File: config.mk
export PLATFORM = sky130hd
export DESIGN_NAME = dac_output_path
export DESIGN_NICKNAME = d
export VERILOG_FILES = /design/src/rtl/dac_path_pkg.sv /design/src/rtl/dac_output_path.sv
export SDC_FILE = /design/constraint.sdc
export NUM_CORES = 1
export LEC_CHECK = 0
export BUFFER_PORTS_ARGS = -buffer_cell sky130_fd_sc_hd__buf_2
export CAP_MARGIN = 30
export CELL_PAD_IN_SITES_DETAIL_PLACEMENT = 1
export CELL_PAD_IN_SITES_GLOBAL_PLACEMENT = 2
export CORE_UTILIZATION = 44
export CTS_BUF_LIST = sky130_fd_sc_hd__clkbuf_16
export CTS_CLUSTER_SIZE = 24
export DETAILED_ROUTE_END_ITERATION = 16
export HOLD_SLACK_MARGIN = 0.12
export PLACE_DENSITY_LB_ADDON = 0.1
export SLEW_MARGIN = 20
export SYNTH_ARGS = -nofsm -noshare
export SYNTH_HDL_FRONTEND = slang
export SYNTH_SLANG_ARGS = --single-unit
File: constraint.sdc
create_clock -name clk -period 5.85 [get_ports clk]
set_input_delay 0.2925 -clock clk [delete_from_list [all_inputs] [get_ports clk]]
set_output_delay 0.2925 -clock clk [all_outputs]
set_load 0.05 [all_outputs]
File: src/rtl/dac_path_pkg.sv
//==============================================================
// Contract
// - accept one 32-bit word per cycle
// - redirector feeds fifo; read after start
// - control bits 5..4 select redirector path
// - fifo data multiplexed to ports A, B
// - clock LED green ok, red on fault
// - bus LED: access green, ack red
// - routing LED shows redirector setting
// - status 27 flags fifo overrun/underrun
// - status 26..24 full, half, empty
// - status 21 flags received data valid
// - status 16 flags start event seen
// - status 0 shows synthesizer lock
// - control bit 31 resets board, except ports A, B
// - control 21..20 selects trigger source
// - control bit 12 holds link reset
// - control bit 0 enables capture
// - version: unit code and firmware number
// - stop address holds last ring write
// - four samples per word, oldest high
// - device is slave, peer drives data
package dac_path_pkg;
  // register offsets
  localparam logic [11:0] STATUS_OFS = 12'h000;
  localparam logic [11:0] CONTROL_OFS = 12'h010;
  localparam logic [11:0] VERSION_OFS = 12'h020;
  localparam logic [11:0] STOP_ADDR_OFS = 12'h040;
  localparam logic [11:0] LAST_ADDR_OFS = 12'h110;
  // status bit positions
  localparam int ST_OVERRUN = 27;
  localparam int ST_FULL = 26;
  localparam int ST_HALF = 25;
  localparam int ST_EMPTY = 24;
  localparam int ST_DVALID = 21;
  localparam int ST_START = 16;
  localparam int ST_LOCK = 0;
  // control bit positions
  localparam int CT_BOARD_RST = 31;
  localparam int CT_MODE_HI = 21;
  localparam int CT_MODE_LO = 20;
  localparam int CT_LINK_RST = 12;
  localparam int CT_SW_TRIG = 8;
  localparam int CT_ROUTE_HI = 5;
  localparam int CT_ROUTE_LO = 4;
  localparam int CT_ENABLE = 0;
  // control reset values
  localparam logic [1:0] MODE_RST = 2'h0;
  localparam logic [1:0] ROUTE_RST = 2'h0;
  localparam logic LINK_RST_RST = 1'b1;
  // trigger source encodings
  localparam logic [1:0] MODE_EXT = 2'h0;
  localparam logic [1:0] MODE_SW = 2'h1;
  // redirector encodings
  localparam logic [1:0] ROUTE_BOTH = 2'h0;
  localparam logic [1:0] ROUTE_DAC = 2'h1;
  localparam logic [1:0] ROUTE_RING2DAC = 2'h2;
  localparam logic [1:0] ROUTE_RING = 2'h3;
  // LED colours {red, green}
  localparam logic [1:0] LED_OFF = 2'h0;
  localparam logic [1:0] LED_GREEN = 2'h1;
  localparam logic [1:0] LED_RED = 2'h2;
  localparam logic [1:0] LED_YELLOW = 2'h3;
  // version field positions
  localparam int VER_UNIT_LO = 16;
endpackage

File: src/rtl/dac_output_path.sv
`timescale 1ns/1ns
module dac_output_path
  import dac_path_pkg::*;
#(
  parameter int DEPTH_LOG2 = 4,
  parameter int RING_AW = 20,
  parameter logic [RING_AW-1:0] LAST_ADDR_RST = 20'hFFFEF,
  parameter logic [11:0] UNIT_CODE = 12'h5A7,   // arbitrary value
  parameter logic [15:0] FW_VERSION = 16'h0001  // arbitrary value
) (
  // clock and reset
  input wire logic clk,
  input wire logic rst_b,
  // register port
  input wire logic regSel,
  input wire logic regWrite,
  input wire logic [11:0] regAddr,
  input wire logic [31:0] regWrData,
  output logic [31:0] regRdData,
  output logic regAck,
  // data link from daughter board
  input wire logic [31:0] fpdpData,
  input wire logic fpdpDvalid,
  input wire logic fpdpStrobe,
  output logic linkReset,
  // start event and clock health
  input wire logic startEvent,
  input wire logic clkLocked,
  input wire logic clkFault,
  // ring memory
  output logic ringWrEn,
  output logic [RING_AW-1:0] ringAddr,
  output logic [31:0] ringWrData,
  input wire logic [31:0] ringRdData,
  // output ports
  output logic [7:0] portA,
  output logic [7:0] portB,
  output logic outValid,
  // LEDs, {red, green}
  output logic [1:0] ledClock,
  output logic [1:0] ledBus,
  output logic [1:0] ledRoute
);

  //============================================================
  // state
  localparam int DEPTH = 1 << DEPTH_LOG2;
  localparam logic [DEPTH_LOG2:0] HALF_LEVEL = (DEPTH_LOG2+1)'(DEPTH / 2);
  localparam logic [DEPTH_LOG2:0] FULL_LEVEL = (DEPTH_LOG2+1)'(DEPTH);

  logic [31:0] mem_q [DEPTH];          // fifo storage
  logic [DEPTH_LOG2-1:0] wrPtr_q, wrPtr_d;
  logic [DEPTH_LOG2-1:0] rdPtr_q, rdPtr_d;
  logic [DEPTH_LOG2:0] level_q, level_d;
  logic overrun_q, overrun_d;          // sticky fifo error
  logic dvalidSeen_q, dvalidSeen_d;    // sticky data valid
  logic started_q, started_d;          // start event caught
  logic [1:0] mode_q, mode_d;          // trigger source
  logic [1:0] route_q, route_d;        // redirector path
  logic linkRst_q, linkRst_d;          // link held in reset
  logic enable_q, enable_d;            // capture enable
  logic boardRst_q, boardRst_d;        // board reset pending
  logic [RING_AW-1:0] ringPtr_q, ringPtr_d;
  logic [RING_AW-1:0] stopAddr_q, stopAddr_d;
  logic [RING_AW-1:0] lastAddr_q, lastAddr_d;
  logic [RING_AW-1:0] ringWrAddr_q, ringWrAddr_d;  // address of the pending write
  logic [31:0] outWord_q, outWord_d;   // word being serialised
  logic secondHalf_q, secondHalf_d;    // second pair pending
  logic [7:0] portA_d, portB_d;
  logic outValid_d;
  logic [31:0] rdData_d;
  logic ack_d;
  logic ringWr_d;
  logic [31:0] ringWrData_d;

  // combinational helpers
  logic wordIn, ctrlWr, push, pop, fifoEmpty, fifoFull;
  logic [31:0] pushData, status, control;
  logic trigger;

  //============================================================
  // combinational decode
  always_comb begin
    wordIn = fpdpStrobe && fpdpDvalid && !linkRst_q;
    ctrlWr = regSel && regWrite && (regAddr == CONTROL_OFS);
    fifoEmpty = (level_q == '0);
    fifoFull = (level_q == FULL_LEVEL);
    // trigger source selection
    unique case (mode_q)
      MODE_EXT: trigger = startEvent;
      MODE_SW: trigger = ctrlWr && regWrData[CT_SW_TRIG];
      default: trigger = 1'b0;  // no action
    endcase
    // redirector, nothing routed while disabled
    push = 1'b0;
    pushData = fpdpData;
    ringWr_d = 1'b0;
    if (enable_q) begin
      unique case (route_q)
        ROUTE_BOTH: begin
          push = wordIn;
          ringWr_d = wordIn;
        end
        ROUTE_DAC: push = wordIn;
        ROUTE_RING2DAC: begin
          push = !fifoFull;
          pushData = ringRdData;
        end
        ROUTE_RING: ringWr_d = wordIn;
      endcase
    end
    ringWrData_d = fpdpData;
    // read only after start and between pairs
    pop = started_q && !secondHalf_q && enable_q;
    // status word
    status = '0;
    status[ST_OVERRUN] = overrun_q;
    status[ST_FULL] = fifoFull;
    status[ST_HALF] = (level_q >= HALF_LEVEL);
    status[ST_EMPTY] = fifoEmpty;
    status[ST_DVALID] = dvalidSeen_q;
    status[ST_START] = started_q;
    status[ST_LOCK] = clkLocked;
    control = '0;
    control[CT_MODE_HI:CT_MODE_LO] = mode_q;
    control[CT_LINK_RST] = linkRst_q;
    control[CT_ROUTE_HI:CT_ROUTE_LO] = route_q;
    control[CT_ENABLE] = enable_q;
  end

  //============================================================
  // next state
  always_comb begin
    wrPtr_d = wrPtr_q;
    rdPtr_d = rdPtr_q;
    level_d = level_q;
    overrun_d = overrun_q;
    dvalidSeen_d = dvalidSeen_q;
    started_d = started_q;
    mode_d = mode_q;
    route_d = route_q;
    linkRst_d = linkRst_q;
    enable_d = enable_q;
    boardRst_d = 1'b0;
    ringPtr_d = ringPtr_q;
    stopAddr_d = stopAddr_q;
    lastAddr_d = lastAddr_q;
    outWord_d = outWord_q;
    secondHalf_d = 1'b0;
    portA_d = portA;
    portB_d = portB;
    outValid_d = 1'b0;
    ack_d = regSel;
    rdData_d = '0;
    // register reads, unmapped read zero
    if (regSel && !regWrite) begin
      unique case (regAddr)
        STATUS_OFS: rdData_d = status;
        CONTROL_OFS: rdData_d = control;
        VERSION_OFS: rdData_d = {4'h0, UNIT_CODE, FW_VERSION};
        STOP_ADDR_OFS: rdData_d = 32'(stopAddr_q);
        LAST_ADDR_OFS: rdData_d = 32'(lastAddr_q);
        default: rdData_d = '0;
      endcase
    end
    // register writes, status ignores writes
    if (ctrlWr) begin
      mode_d = regWrData[CT_MODE_HI:CT_MODE_LO];
      route_d = regWrData[CT_ROUTE_HI:CT_ROUTE_LO];
      linkRst_d = regWrData[CT_LINK_RST];
      enable_d = regWrData[CT_ENABLE];
      boardRst_d = regWrData[CT_BOARD_RST];
    end
    if (regSel && regWrite && (regAddr == LAST_ADDR_OFS)) begin
      lastAddr_d = regWrData[RING_AW-1:0];
    end
    // data valid seen on the link
    if (linkRst_q) begin
      dvalidSeen_d = 1'b0;
    end else if (wordIn) begin
      dvalidSeen_d = 1'b1;
    end
    // start catch, new acquisition
    if (!enable_q || linkRst_q) begin
      started_d = 1'b0;
    end else if (trigger && !started_q) begin
      started_d = 1'b1;
    end
    // fifo bookkeeping
    if (push && fifoFull) begin
      overrun_d = 1'b1;
    end
    if (pop && fifoEmpty) begin
      overrun_d = 1'b1;
    end
    if (push && !fifoFull) begin
      wrPtr_d = wrPtr_q + 1'b1;
    end
    if (pop && !fifoEmpty) begin
      rdPtr_d = rdPtr_q + 1'b1;
      outWord_d = mem_q[rdPtr_q];
      portA_d = mem_q[rdPtr_q][31:24];
      portB_d = mem_q[rdPtr_q][23:16];
      outValid_d = 1'b1;
      secondHalf_d = 1'b1;
    end else if (secondHalf_q) begin
      portA_d = outWord_q[15:8];
      portB_d = outWord_q[7:0];
      outValid_d = 1'b1;
    end
    level_d = level_q + (DEPTH_LOG2+1)'(push && !fifoFull)
      - (DEPTH_LOG2+1)'(pop && !fifoEmpty);
    // ring address counter and stop address
    if (ringWr_d || (push && route_q == ROUTE_RING2DAC)) begin
      ringPtr_d = (ringPtr_q == lastAddr_q) ? '0 : ringPtr_q + 1'b1;
    end
    if (ringWr_d) begin
      stopAddr_d = ringPtr_q;
    end
    ringWrAddr_d = ringPtr_q;  // travels with the delayed write strobe
    // board reset restores defaults
    if (boardRst_q) begin
      wrPtr_d = '0;
      rdPtr_d = '0;
      level_d = '0;
      overrun_d = 1'b0;
      dvalidSeen_d = 1'b0;
      started_d = 1'b0;
      mode_d = MODE_RST;
      route_d = ROUTE_RST;
      linkRst_d = LINK_RST_RST;
      enable_d = 1'b0;
      ringPtr_d = '0;
      stopAddr_d = '0;
      lastAddr_d = LAST_ADDR_RST;
      secondHalf_d = 1'b0;
      outValid_d = 1'b0;
    end
  end

  //============================================================
  // registers
  always_ff @(posedge clk) begin
    if (!rst_b) begin
      wrPtr_q <= '0;
      rdPtr_q <= '0;
      level_q <= '0;
      overrun_q <= 1'b0;
      dvalidSeen_q <= 1'b0;
      started_q <= 1'b0;
      mode_q <= MODE_RST;
      route_q <= ROUTE_RST;
      linkRst_q <= LINK_RST_RST;
      enable_q <= 1'b0;
      boardRst_q <= 1'b0;
      ringPtr_q <= '0;
      stopAddr_q <= '0;
      lastAddr_q <= LAST_ADDR_RST;
      ringWrAddr_q <= '0;
      outWord_q <= '0;
      secondHalf_q <= 1'b0;
      portA <= '0;
      portB <= '0;
      outValid <= 1'b0;
      regRdData <= '0;
      regAck <= 1'b0;
      ringWrEn <= 1'b0;
      ringWrData <= '0;
    end else begin
      wrPtr_q <= wrPtr_d;
      rdPtr_q <= rdPtr_d;
      level_q <= level_d;
      overrun_q <= overrun_d;
      dvalidSeen_q <= dvalidSeen_d;
      started_q <= started_d;
      mode_q <= mode_d;
      route_q <= route_d;
      linkRst_q <= linkRst_d;
      enable_q <= enable_d;
      boardRst_q <= boardRst_d;
      ringPtr_q <= ringPtr_d;
      stopAddr_q <= stopAddr_d;
      lastAddr_q <= lastAddr_d;
      ringWrAddr_q <= ringWrAddr_d;
      outWord_q <= outWord_d;
      secondHalf_q <= secondHalf_d;
      portA <= portA_d;
      portB <= portB_d;
      outValid <= outValid_d;
      regRdData <= rdData_d;
      regAck <= ack_d;
      ringWrEn <= ringWr_d && !boardRst_q;
      ringWrData <= ringWrData_d;
    end
  end

  //============================================================
  // fifo storage, one write port per entry
  for (genvar i = 0; i < DEPTH; i++) begin : g_mem
    always_ff @(posedge clk) begin
      if (push && !fifoFull && wrPtr_q == DEPTH_LOG2'(i)) begin
        mem_q[i] <= pushData;
      end
    end
  end

  //============================================================
  // outputs and LEDs
  // write strobe lags the pointer by a cycle, so it carries its own address
  assign ringAddr = ringWrEn ? ringWrAddr_q : ringPtr_q;
  assign linkReset = linkRst_q;
  assign ledClock = (clkLocked && !clkFault) ? LED_GREEN : LED_RED;
  assign ledBus = {regAck, regSel};
  // routing LED mirrors redirector code
  always_comb begin
    unique case (route_q)
      ROUTE_BOTH: ledRoute = LED_OFF;
      ROUTE_DAC: ledRoute = LED_GREEN;
      ROUTE_RING2DAC: ledRoute = LED_RED;
      ROUTE_RING: ledRoute = LED_YELLOW;
    endcase
  end

endmodule

After elaboration in Yosys (flattened, before gate mapping)
Memories as Yosys holds them, arrays and structs flattened. A register that Yosys moved wholly into a read port is not among the register bits.
Cells that the tools add are included.
- output and inout port bits: 110
- memories kept: 1
- RAM bits: 512
- flip-flop bits (word level): 203
- input bits: 117
- word-level logic and storage cells: 230
- memories (name ; words ; width ; read ports ; clocked after memory_dff ; write ports ; line ; source):
    mem_q ; 16 ; 32 ; 1 ; 1 ; 1 ; dac_output_path.sv:51 ; logic [31:0] mem_q [DEPTH];
- bitwise operators: 1
- equal/unequal tests: 25
- order comparisons: 1
- multiplexer cells: 100
- $add $sub $neg: 5
- reductions and logical operators: 73
- operator list (kind ; count):
    32-bit 2-to-1 mux ; 17
    32-bit OR reduction ; 15
    28-bit case mux with 5 select lines ; 1
    4-bit 2-to-1 mux ; 17
    1-bit 2-to-1 mux ; 55
    20-bit 2-to-1 mux ; 2
    1-bit logical AND ; 33
    4-bit == test, second input constant ; 8
    8-bit 2-to-1 mux ; 4
    20-bit by 1-bit adder with 20-bit output, second input constant ; 1
    20-bit == test ; 1
    4-bit by 3-bit == test with 1-bit output, second input constant ; 4
    12-bit by 5-bit == test with 1-bit output, second input constant ; 1
    12-bit by 6-bit == test with 1-bit output, second input constant ; 1
    12-bit by 7-bit == test with 1-bit output, second input constant ; 1
    12-bit by 9-bit == test with 1-bit output, second input constant ; 1
    12-bit zero test ; 1
    1-bit zero test ; 9
    4-bit by 1-bit adder with 4-bit output, second input constant ; 2
    4-bit by 2-bit == test with 1-bit output, second input constant ; 2
    2-bit case mux with 4 select lines ; 1
    2-bit OR reduction ; 3
    3-bit OR reduction ; 2
    5-bit by 1-bit adder with 5-bit output ; 1
    other kinds (15) ; 22

Logic depth before layout (Yosys ltp)
Gate-level depths: netlist of the first run.
- word-level depth: 24
- depth in mapped cells: 15
- depth with buffers taken out: 14

Worst setup path before layout of the first run
Ideal clock, no wire load.
- kind: reg2reg
- start point: register level_q[2]
- end point: memory mem_q[3][0], enable pin
- required time: 5389 ps
- slack: 1642 ps
- library setup time: 461 ps
- arrival: 3747 ps
- path buffers: 1
- stages on the path, launching flop included: 9
- cell sequence: dfxtp_1 -> inv_1 -> ha_1 -> and4bb_2 -> nor3b_1 -> o21a_1 -> clkbuf_1 -> nand2_1 -> nor3_1
- word-level cells in the longest chain between the ends: 24
- elaborated cells between the ends (all ways): 98
- ends and longest elaborated chain (item ; line ; source):
    start, declared ; dac_output_path.sv:54 ; logic [DEPTH_LOG2:0] level_q, level_d;
    start signal, assigned ; dac_output_path.sv:272 ; level_q <= level_d;
    5-bit == test * ; dac_output_path.sv:87 ; fifoFull = (level_q == FULL_LEVEL);
    1-bit zero test * ; dac_output_path.sv:106, dac_output_path.sv:301 ;
    1-bit case mux with 2 select lines ; dac_output_path.sv:99 ; unique case (route_q)
    1-bit 2-to-1 mux ; dac_output_path.sv:98 ; if (enable_q) begin
    1-bit logical AND * ; dac_output_path.sv:301 ; if (push && !fifoFull && wrPtr_q == DEPTH_LOG2'(i)) begin
    1-bit logical AND ; dac_output_path.sv:301 ;
    1-bit 2-to-1 mux ; dac_output_path.sv:301 ;
    1-bit 2-to-1 mux (implied by the code) ; dac_output_path.sv:302 ; mem_q[i] <= pushData;
    32-bit OR reduction (no line) ; n/a ;
    4-bit 2-to-1 mux (no line) / 1-bit 2-to-1 mux (equally long branches) (15 in a row) ; n/a ;
    end, declared ; dac_output_path.sv:51 ;
Every way passes the cells marked *; elsewhere a longest branch is shown, timed or not.

Final worst setup path of the first run
- start point: register level_q[3]
- end point: register level_q[4]
- word-level cells in the longest chain between the ends: 7
- elaborated cells between the ends (all ways): 10
- ends and longest elaborated chain (item ; line ; source):
    5-bit == test ; dac_output_path.sv:87 ;
    1-bit zero test ; dac_output_path.sv:106, dac_output_path.sv:211 ;
    1-bit case mux with 2 select lines ; dac_output_path.sv:99 ;
    1-bit 2-to-1 mux ; dac_output_path.sv:98 ;
    1-bit logical AND ; dac_output_path.sv:211 ; level_d = level_q + (DEPTH_LOG2+1)'(push && !fifoFull)
    5-bit by 1-bit adder with 5-bit output ; dac_output_path.sv:211 ;
    5-bit by 1-bit subtractor with 5-bit output * ; dac_output_path.sv:212 ; - (DEPTH_LOG2+1)'(pop && !fifoEmpty);
Marks and branches as above.
A chain may end at the register's enable or synchronous reset.

==> results of run 1 <==
## power by group
group	total [mW]	switching, mW	internal (mW)	leakage, nW
Sequential	5.42	0.00272	5.42	6.24
Combinational	0.248	0.164	0.0835	3.74
Clock	4.93	2.04	2.89	1.33
## sequential cells by signal, indices dropped and copies added (netlist names), 5 cells and up, named ones only
name,flops
outWord_q,16
lastAddr_q,20
portA,8
portB,8
level_q,5
ringPtr_q,20
ringWrAddr_q,20
stopAddr_q,20
mem_q,512
regRdData,27
ringWrData,32
## worst max-delay path by stage
stage                             from                    endpoint
2_1_floorplan    level_q[2]$_SDFF_PP0_       mem_q[3][0]$_DFFE_PP_
6_report         level_q[3]$_SDFF_PP0_       level_q[4]$_SDFF_PP0_
3_3_place_gp                regAddr[9]  lastAddr_q[4]$_SDFFE_PP0P_
4_1_cts        route_q[0]$_SDFFE_PP0P_     mem_q[15][30]$_DFFE_PP_
5_1_grt          level_q[3]$_SDFF_PP0_       level_q[4]$_SDFF_PP0_
3_5_place_dp   route_q[0]$_SDFFE_PP0P_     mem_q[15][13]$_DFFE_PP_
## routing by layer
| metal | track usage (%) | share of wire [%] |
|---|---|---|
| met1 | 30.8 | 44 |
| met2 | 39.1 | 50 |
| met3 | 3.11 | 4.2 |
| met4 | 6.81 | 2.2 |
| met5 | 0 | 0 |
## cell usage in the layout, fill, tap and decap left out, types with 19 or more instances in the layout
cell type	n
a21oi_1	48
a221oi_1	33
a22o_1	19
a22oi_1	20
and2_1	57
buf_2	211
buf_4	41
clkbuf_16	80
dfxtp_1	199
dlygate4sd3_1	64
edfxtp_1	512
inv_1	33
mux2_2	69
mux2i_1	23
mux4_2	128
nand2_1	132
nand3_1	31
nor2_1	67
o21ai_0	25
xnor2_1	21
xor2_1	19
## what timing repair did
action | CTS | global route
endpoints found under the hold margin | 71 | 0
hold buffers | 64 | 0
setup buffers | 0 | 0
## critical path, stage by stage (launching register included)
cell and delay (ns):
dfxtp_1 0.30, inv_1 0.10, ha_1 0.17, nor4b_1 0.72
nor3_2 0.09, buf_4 0.31, ha_1 0.36, inv_1 0.04
ha_1 0.21, fa_1 0.44, a21oi_1 0.17, nor2_1 0.07
or3_1 0.30, a21oi_1 0.13
## final cells by class
| class | count | area [µm²] |
|---|---|---|
| fillers | 5803 | 28700 |
| repair buffers | 331 | 2290 |
| clock inverters | 63 | 578 |
| clock buffers | 80 | 2000 |
| multi-input cells | 844 | 7730 |
| flip-flops and latches | 714 | 19400 |
| inverters | 15 | 56.3 |
| well taps | 837 | 1050 |
## per-stage QoR
step | power, mW | util (%)
finish | 10.6 | 53.6
global route | 10.9 | 53.6
CTS | 10.7 | 53.5
detailed placement | 5.75 | 48.3
global placement | 5.74 | 48.0
floorplan | 5.66 | -
## cells by family after synthesis
family / count (synthesis) / synth area share (%)
other: 1 / 0.0136
flip-flops: 714 / 70.5
adder cells (fa/ha/maj): 18 / 0.845
multiplexers: 220 / 14.1
XOR/XNOR: 40 / 1.27
AND/OR/NAND/NOR: 386 / 6.92
AO/OA/AOI/OAI: 175 / 4.30
buffers and inverters: 130 / 2.03
==> flow_metrics.env, run 1 <==
export IMPL_status="finished, final reports clean"
export IMPL_drtAntennaViolNets=0
export IMPL_drt_pass1_iter_count=5
export IMPL_crit_path_end_kind="register"
export IMPL_dieWidth_um=252
export IMPL_period_minus_slack_ns=3.48
export IMPL_cts_tree="built"
export IMPL_grt_pass1_wl_um=107000
export IMPL_slew_violations=0
export IMPL_ys_flop_type="edfxtp_1"
export IMPL_cts_root_buf="clkbuf_16"
export IMPL_overflow=0
export IMPL_async_flop_share_pct=0
export IMPL_io_buffer_count=212
export IMPL_reg2reg_depth=13
export IMPL_die_area_mm2=0.0636
export IMPL_avgSynthCellArea_um2=16.4
export IMPL_rsz0062_at_grt="false"
export IMPL_relSlewSlack_pct=35.1
export IMPL_yosysTopAreaCell="edfxtp_1"
export IMPL_synth_edff_count=512
export IMPL_powerDensity_mw_per_mm2=320
export IMPL_drive_above_1_share_pct=29.8
export IMPL_worstMarginPinSlew_ns=0.970
export IMPL_tns_ns=0
export IMPL_htreeDepth=3
export IMPL_cts_buffers=77
export IMPL_critPathLaunchType="register"
export IMPL_fin_cells=2884
export IMPL_min_to="started_q$_SDFFE_PP0P_"
export IMPL_design_area_mm2=0.0331
export IMPL_setup_ws_ns=2.37
export IMPL_dp_hpwl_um=43100
export IMPL_whs_ns=0.150
export IMPL_reg2reg_from="level_q[3]$_SDFF_PP0_"
export IMPL_max_freq_mhz=288
export IMPL_finalCritPeriodShare_pct=59.4
export IMPL_grt_pass1_vias=16847
export IMPL_avgViaCountPerCell=5.49
export IMPL_vias=15831
export IMPL_clk_pin_slew_ns=0.06
export IMPL_nets=2118
export IMPL_num_io_pins=227
export IMPL_place_area_mm2=0.0298
export IMPL_die_y_um=252
export IMPL_core_mm2=0.0618
export IMPL_ys_warnings_count=0
export IMPL_netlist_area_mm2=0.0275
export IMPL_critPathKind="reg -> reg"
export IMPL_dpl_worst_slack_ns=2.34
export IMPL_crit_fanout=36
export IMPL_yosys_cell_types_count=56
export IMPL_cts_resized=0
export IMPL_wl_per_cell_um=24.9
export IMPL_syn_inst=1684
export IMPL_antenna_cells=0
export IMPL_synth_area_leaders="edfxtp_1, dfxtp_1, mux4_2"
export IMPL_gp_congestion=0.772
export IMPL_synth_seq_cells=714
export IMPL_finalSetupViolCount=0
export IMPL_first_iter_violations=1232
export IMPL_synth_most_common_cell="edfxtp_1"
export IMPL_initial_utilization_pct=44.6
export IMPL_grt_util_all_layers_pct=23.0
export IMPL_irDropWorstVdd_uv=266
export IMPL_area_growth_pct=20.3
export IMPL_final_hold_violation_count=0
export IMPL_hp_start="startEvent"
export IMPL_r2r_end="level_q[4]$_SDFF_PP0_"
export IMPL_place_inst=2673
export IMPL_drc=0
export IMPL_fp_row_count=91
export IMPL_reg2reg_slack_ns=2.37
export IMPL_synth_top_area_share_pct=55.8
export IMPL_p_leak_nw=11.3
export IMPL_fin_skew_ns=0.0268
export IMPL_cap_viol_max_count=0
export IMPL_insertion_delay_ns=0.62
export IMPL_crit_required_ns=6.39
export IMPL_cts_sinks=714
export IMPL_grt_antenna_before_repair=1
export IMPL_grt_max_degree=53
export IMPL_crit_arrival_ns=4.01
export IMPL_netlist_top_cells_count="edfxtp_1, dfxtp_1, nand2_1, mux4_2, nor2_1"
export IMPL_clock_path_buffers=3
export IMPL_yosysSeqAreaShare_pct=70.5
export IMPL_holdCritPathClass="in -> reg"
export IMPL_drt_wl_total_um=71900
export IMPL_whs_path_depth=4
Power figures use the tool's default switching activity.
==> run 2: changes to the inputs <==
ABC_AREA = 1   (was unset)
CORE_UTILIZATION = 39   (was 44)
clock period = 3.5 ns   (was 5.85 ns; I/O delays follow)
==> run 2 against run 1 <==
Synthesized area rose by 6.0%. Flip-flop and latch count did not move. Count of clock-buffer cells in the layout rose by 3. Register-to-register slack got worse by 1.7 ns. Worst setup slack got worse by 2.1 ns. Global-route usage rose by 1.4 points. Critical path depth rose by 1. Utilization fell by 6.5 points. Total power rose by 65%. Worst hold slack got worse by 0.0095 ns. Cell count rose by 43%. Clock skew fell by 0.011 ns.
==> flow_metrics.env, run 2 <==
export IMPL_reg2reg_from="level_q[2]$_SDFF_PP0_"
export IMPL_cts_root_buf="clkbuf_16"
export IMPL_initial_utilization_pct=39.7
export IMPL_avgViaCountPerCell=5.25
export IMPL_synth_most_common_cell="edfxtp_1"
export IMPL_syn_inst=2822
export IMPL_holdCritPathClass="in -> reg"
export IMPL_htreeDepth=3
export IMPL_p_leak_nw=13.1
export IMPL_final_util_pct=47.1
export IMPL_critPathKind="in -> reg"
export IMPL_overflow=0
export IMPL_clk_pin_slew_ns=0.06
export IMPL_vias=21598
export IMPL_synth_edff_count=512
export IMPL_fin_cells=4116
export IMPL_cts_buffers=78
export IMPL_place_area_mm2=0.0313
export IMPL_yosys_cell_types_count=37
export IMPL_tns_ns=0
export IMPL_async_flop_share_pct=0
export IMPL_die_y_um=276
export IMPL_dp_hpwl_um=55400
export IMPL_relSlewSlack_pct=41.7
export IMPL_first_iter_violations=1281
export IMPL_drc=0
export IMPL_powerDensity_mw_per_mm2=504
export IMPL_setup_ws_ns=0.243
export IMPL_synth_area_leaders="edfxtp_1, dfxtp_1, nor2_1"
export IMPL_max_freq_mhz=307
export IMPL_drt_wl_total_um=92600
export IMPL_nets=3225
export IMPL_ys_flop_type="edfxtp_1"
export IMPL_status="finished, final reports clean"
export IMPL_hp_start="regAddr[5]"
export IMPL_crit_path_end_kind="register"
export IMPL_clock_path_buffers=3
export IMPL_gp_congestion=0.791
export IMPL_register_area_mm2=0.0194
export IMPL_ys_warnings_count=0
export IMPL_min_to="regRdData[17]$_SDFF_PN0_"
export IMPL_largest_register="mem_q"
export IMPL_synth_seq_cells=714
export IMPL_final_common_cell="edfxtp_1"
export IMPL_crit_arrival_ns=3.79
export IMPL_yosysTopAreaCell="edfxtp_1"
export IMPL_design_area_mm2=0.0347
export IMPL_insertion_delay_ns=0.62
export IMPL_synth_top_area_share_pct=52.6
export IMPL_finalPower_mw=17.5
export IMPL_cts_tree="built"
export IMPL_fp_row_count=99
export IMPL_period_minus_slack_ns=3.26
export IMPL_fin_skew_ns=0.0158
export IMPL_crit_fanout=5
export IMPL_yosysSeqAreaShare_pct=66.5
export IMPL_largest_registers="mem_q (512), ringWrData (32), regRdData (27)"
export IMPL_dieWidth_um=276
export IMPL_multi_input_area_mm2=0.00832
export IMPL_irDropWorstVdd_uv=312
export IMPL_final_cell_mix="edfxtp_1, nor2_1, nand2_1, o21ai_0, inv_1"
export IMPL_place_inst=3884
export IMPL_r2r_end="level_q[4]$_SDFF_PP0_"
export IMPL_crit_required_ns=4.04
export IMPL_finalSetupViolCount=0
export IMPL_largest_reg_flops=512
export IMPL_final_hold_violation_count=0
export IMPL_worstMarginPinSlew_ns=0.874
export IMPL_avgSynthCellArea_um2=10.4
export IMPL_netlist_top_cells_count="edfxtp_1, nor2_1, nand2_1, o21ai_0, dfxtp_1"
export IMPL_grt_pass1_wl_um=138000
export IMPL_slew_violations=0
export IMPL_reg2reg_slack_ns=0.66
export IMPL_cap_viol_max_count=0
export IMPL_whs_ns=0.140
export IMPL_fillers=8136
export IMPL_drive_above_1_share_pct=14.2
export IMPL_drtAntennaViolNets=0
export IMPL_core_mm2=0.0736
export IMPL_wl_per_cell_um=22.5
export IMPL_num_io_pins=227
export IMPL_grt_util_all_layers_pct=24.4
export IMPL_io_buffer_count=212
export IMPL_grt_pass1_vias=22553
export IMPL_drt_pass1_iter_count=6
export IMPL_rsz0062_at_grt="false"
export IMPL_finalCritPeriodShare_pct=93.1
export IMPL_whs_path_depth=5
export IMPL_die_area_mm2=0.0760
export IMPL_critPathLaunchType="input pin"
export IMPL_cts_sinks=714
export IMPL_reg2reg_depth=16
export IMPL_dpl_worst_slack_ns=0.487
export IMPL_grt_max_degree=104
export IMPL_grt_antenna_before_repair=1
export IMPL_netlist_area_mm2=0.0292
export IMPL_area_growth_pct=18.7
[run 2: layer usage]
| layer | track usage [%] | share of wire [%] | vias to the layer above |
|---|---|---|---|
| met5 | 0 | 0 | - |
| met4 | 6.02 | 1.8 | 0 |
| met3 | 3.02 | 4.1 | 109 |
| met2 | 42.3 | 50 | 459 |
| met1 | 32.3 | 44 | 10920 |
| li1 | - | - | 10110 |
[run 2: worst max-delay path by stage]
| stage | startpoint | slack (ns) | to |
|---|---|---|---|
| after floorplan | linkReset$_SDFFE_PP1P_ | 0.32 | mem_q[11][0]$_DFFE_PP_ |
| after global placement | level_q[2]$_SDFF_PP0_ | 0.50 | level_q[4]$_SDFF_PP0_ |
| after detailed placement | level_q[2]$_SDFF_PP0_ | 0.49 | level_q[4]$_SDFF_PP0_ |
| after CTS | fpdpDvalid | 0.20 | level_q[4]$_SDFF_PP0_ |
| after global routing | fpdpDvalid | 0.05 | level_q[4]$_SDFF_PP0_ |
| final | regAddr[7] | 0.24 | started_q$_SDFFE_PP0P_ |
[run 2: kinds of logic after synthesis]
logic type	Yosys count	synth area share (%)
AO/OA/AOI/OAI	520	9.81
XOR/XNOR	14	0.420
adder cells (fa/ha/maj)	18	0.797
buffers and inverters	375	5.55
flip-flops	714	66.5
multiplexers	32	1.23
other	1	0.0128
AND/OR/NAND/NOR	1148	15.7
[run 2: timing repair]
item | CTS | global route
endpoints found under the setup margin | 0 | 1
setup buffers | 0 | 0
hold endpoints to repair | 72 | 0
resized for setup | 0 | 2
hold buffers | 84 | 0
[run 2: cell type report]
type,instances,share of cell area (%)
Clock buffer,83,5.99
Tap cell,959,3.46
Timing Repair Buffer,351,7.14
Multi-Input combinational cell,1737,24.0
Clock inverter,63,1.11
Sequential cell,714,56.0
Antenna cell,1,0.00722
Inverter,208,2.27
[run 2: report_power, final]
part           switching [mW]  internal [mW]
combinational           0.312          0.140
clock                    3.39           4.57
sequential            0.00564           9.06
[run 2: critical path: stages]
cell	delay, ns
dlygate4sd3_1	0.53
buf_2	0.13
nor2_2	0.16
nand3_1	0.08
dlygate4sd3_1	0.57
nor2_2	0.18
dlygate4sd3_1	0.59
nand2_1	0.12
nor2_1	0.32
nand2_1	0.12
nand2_1	0.08
nand2_1	0.04
dlygate4sd3_1	0.56
a21oi_1	0.14
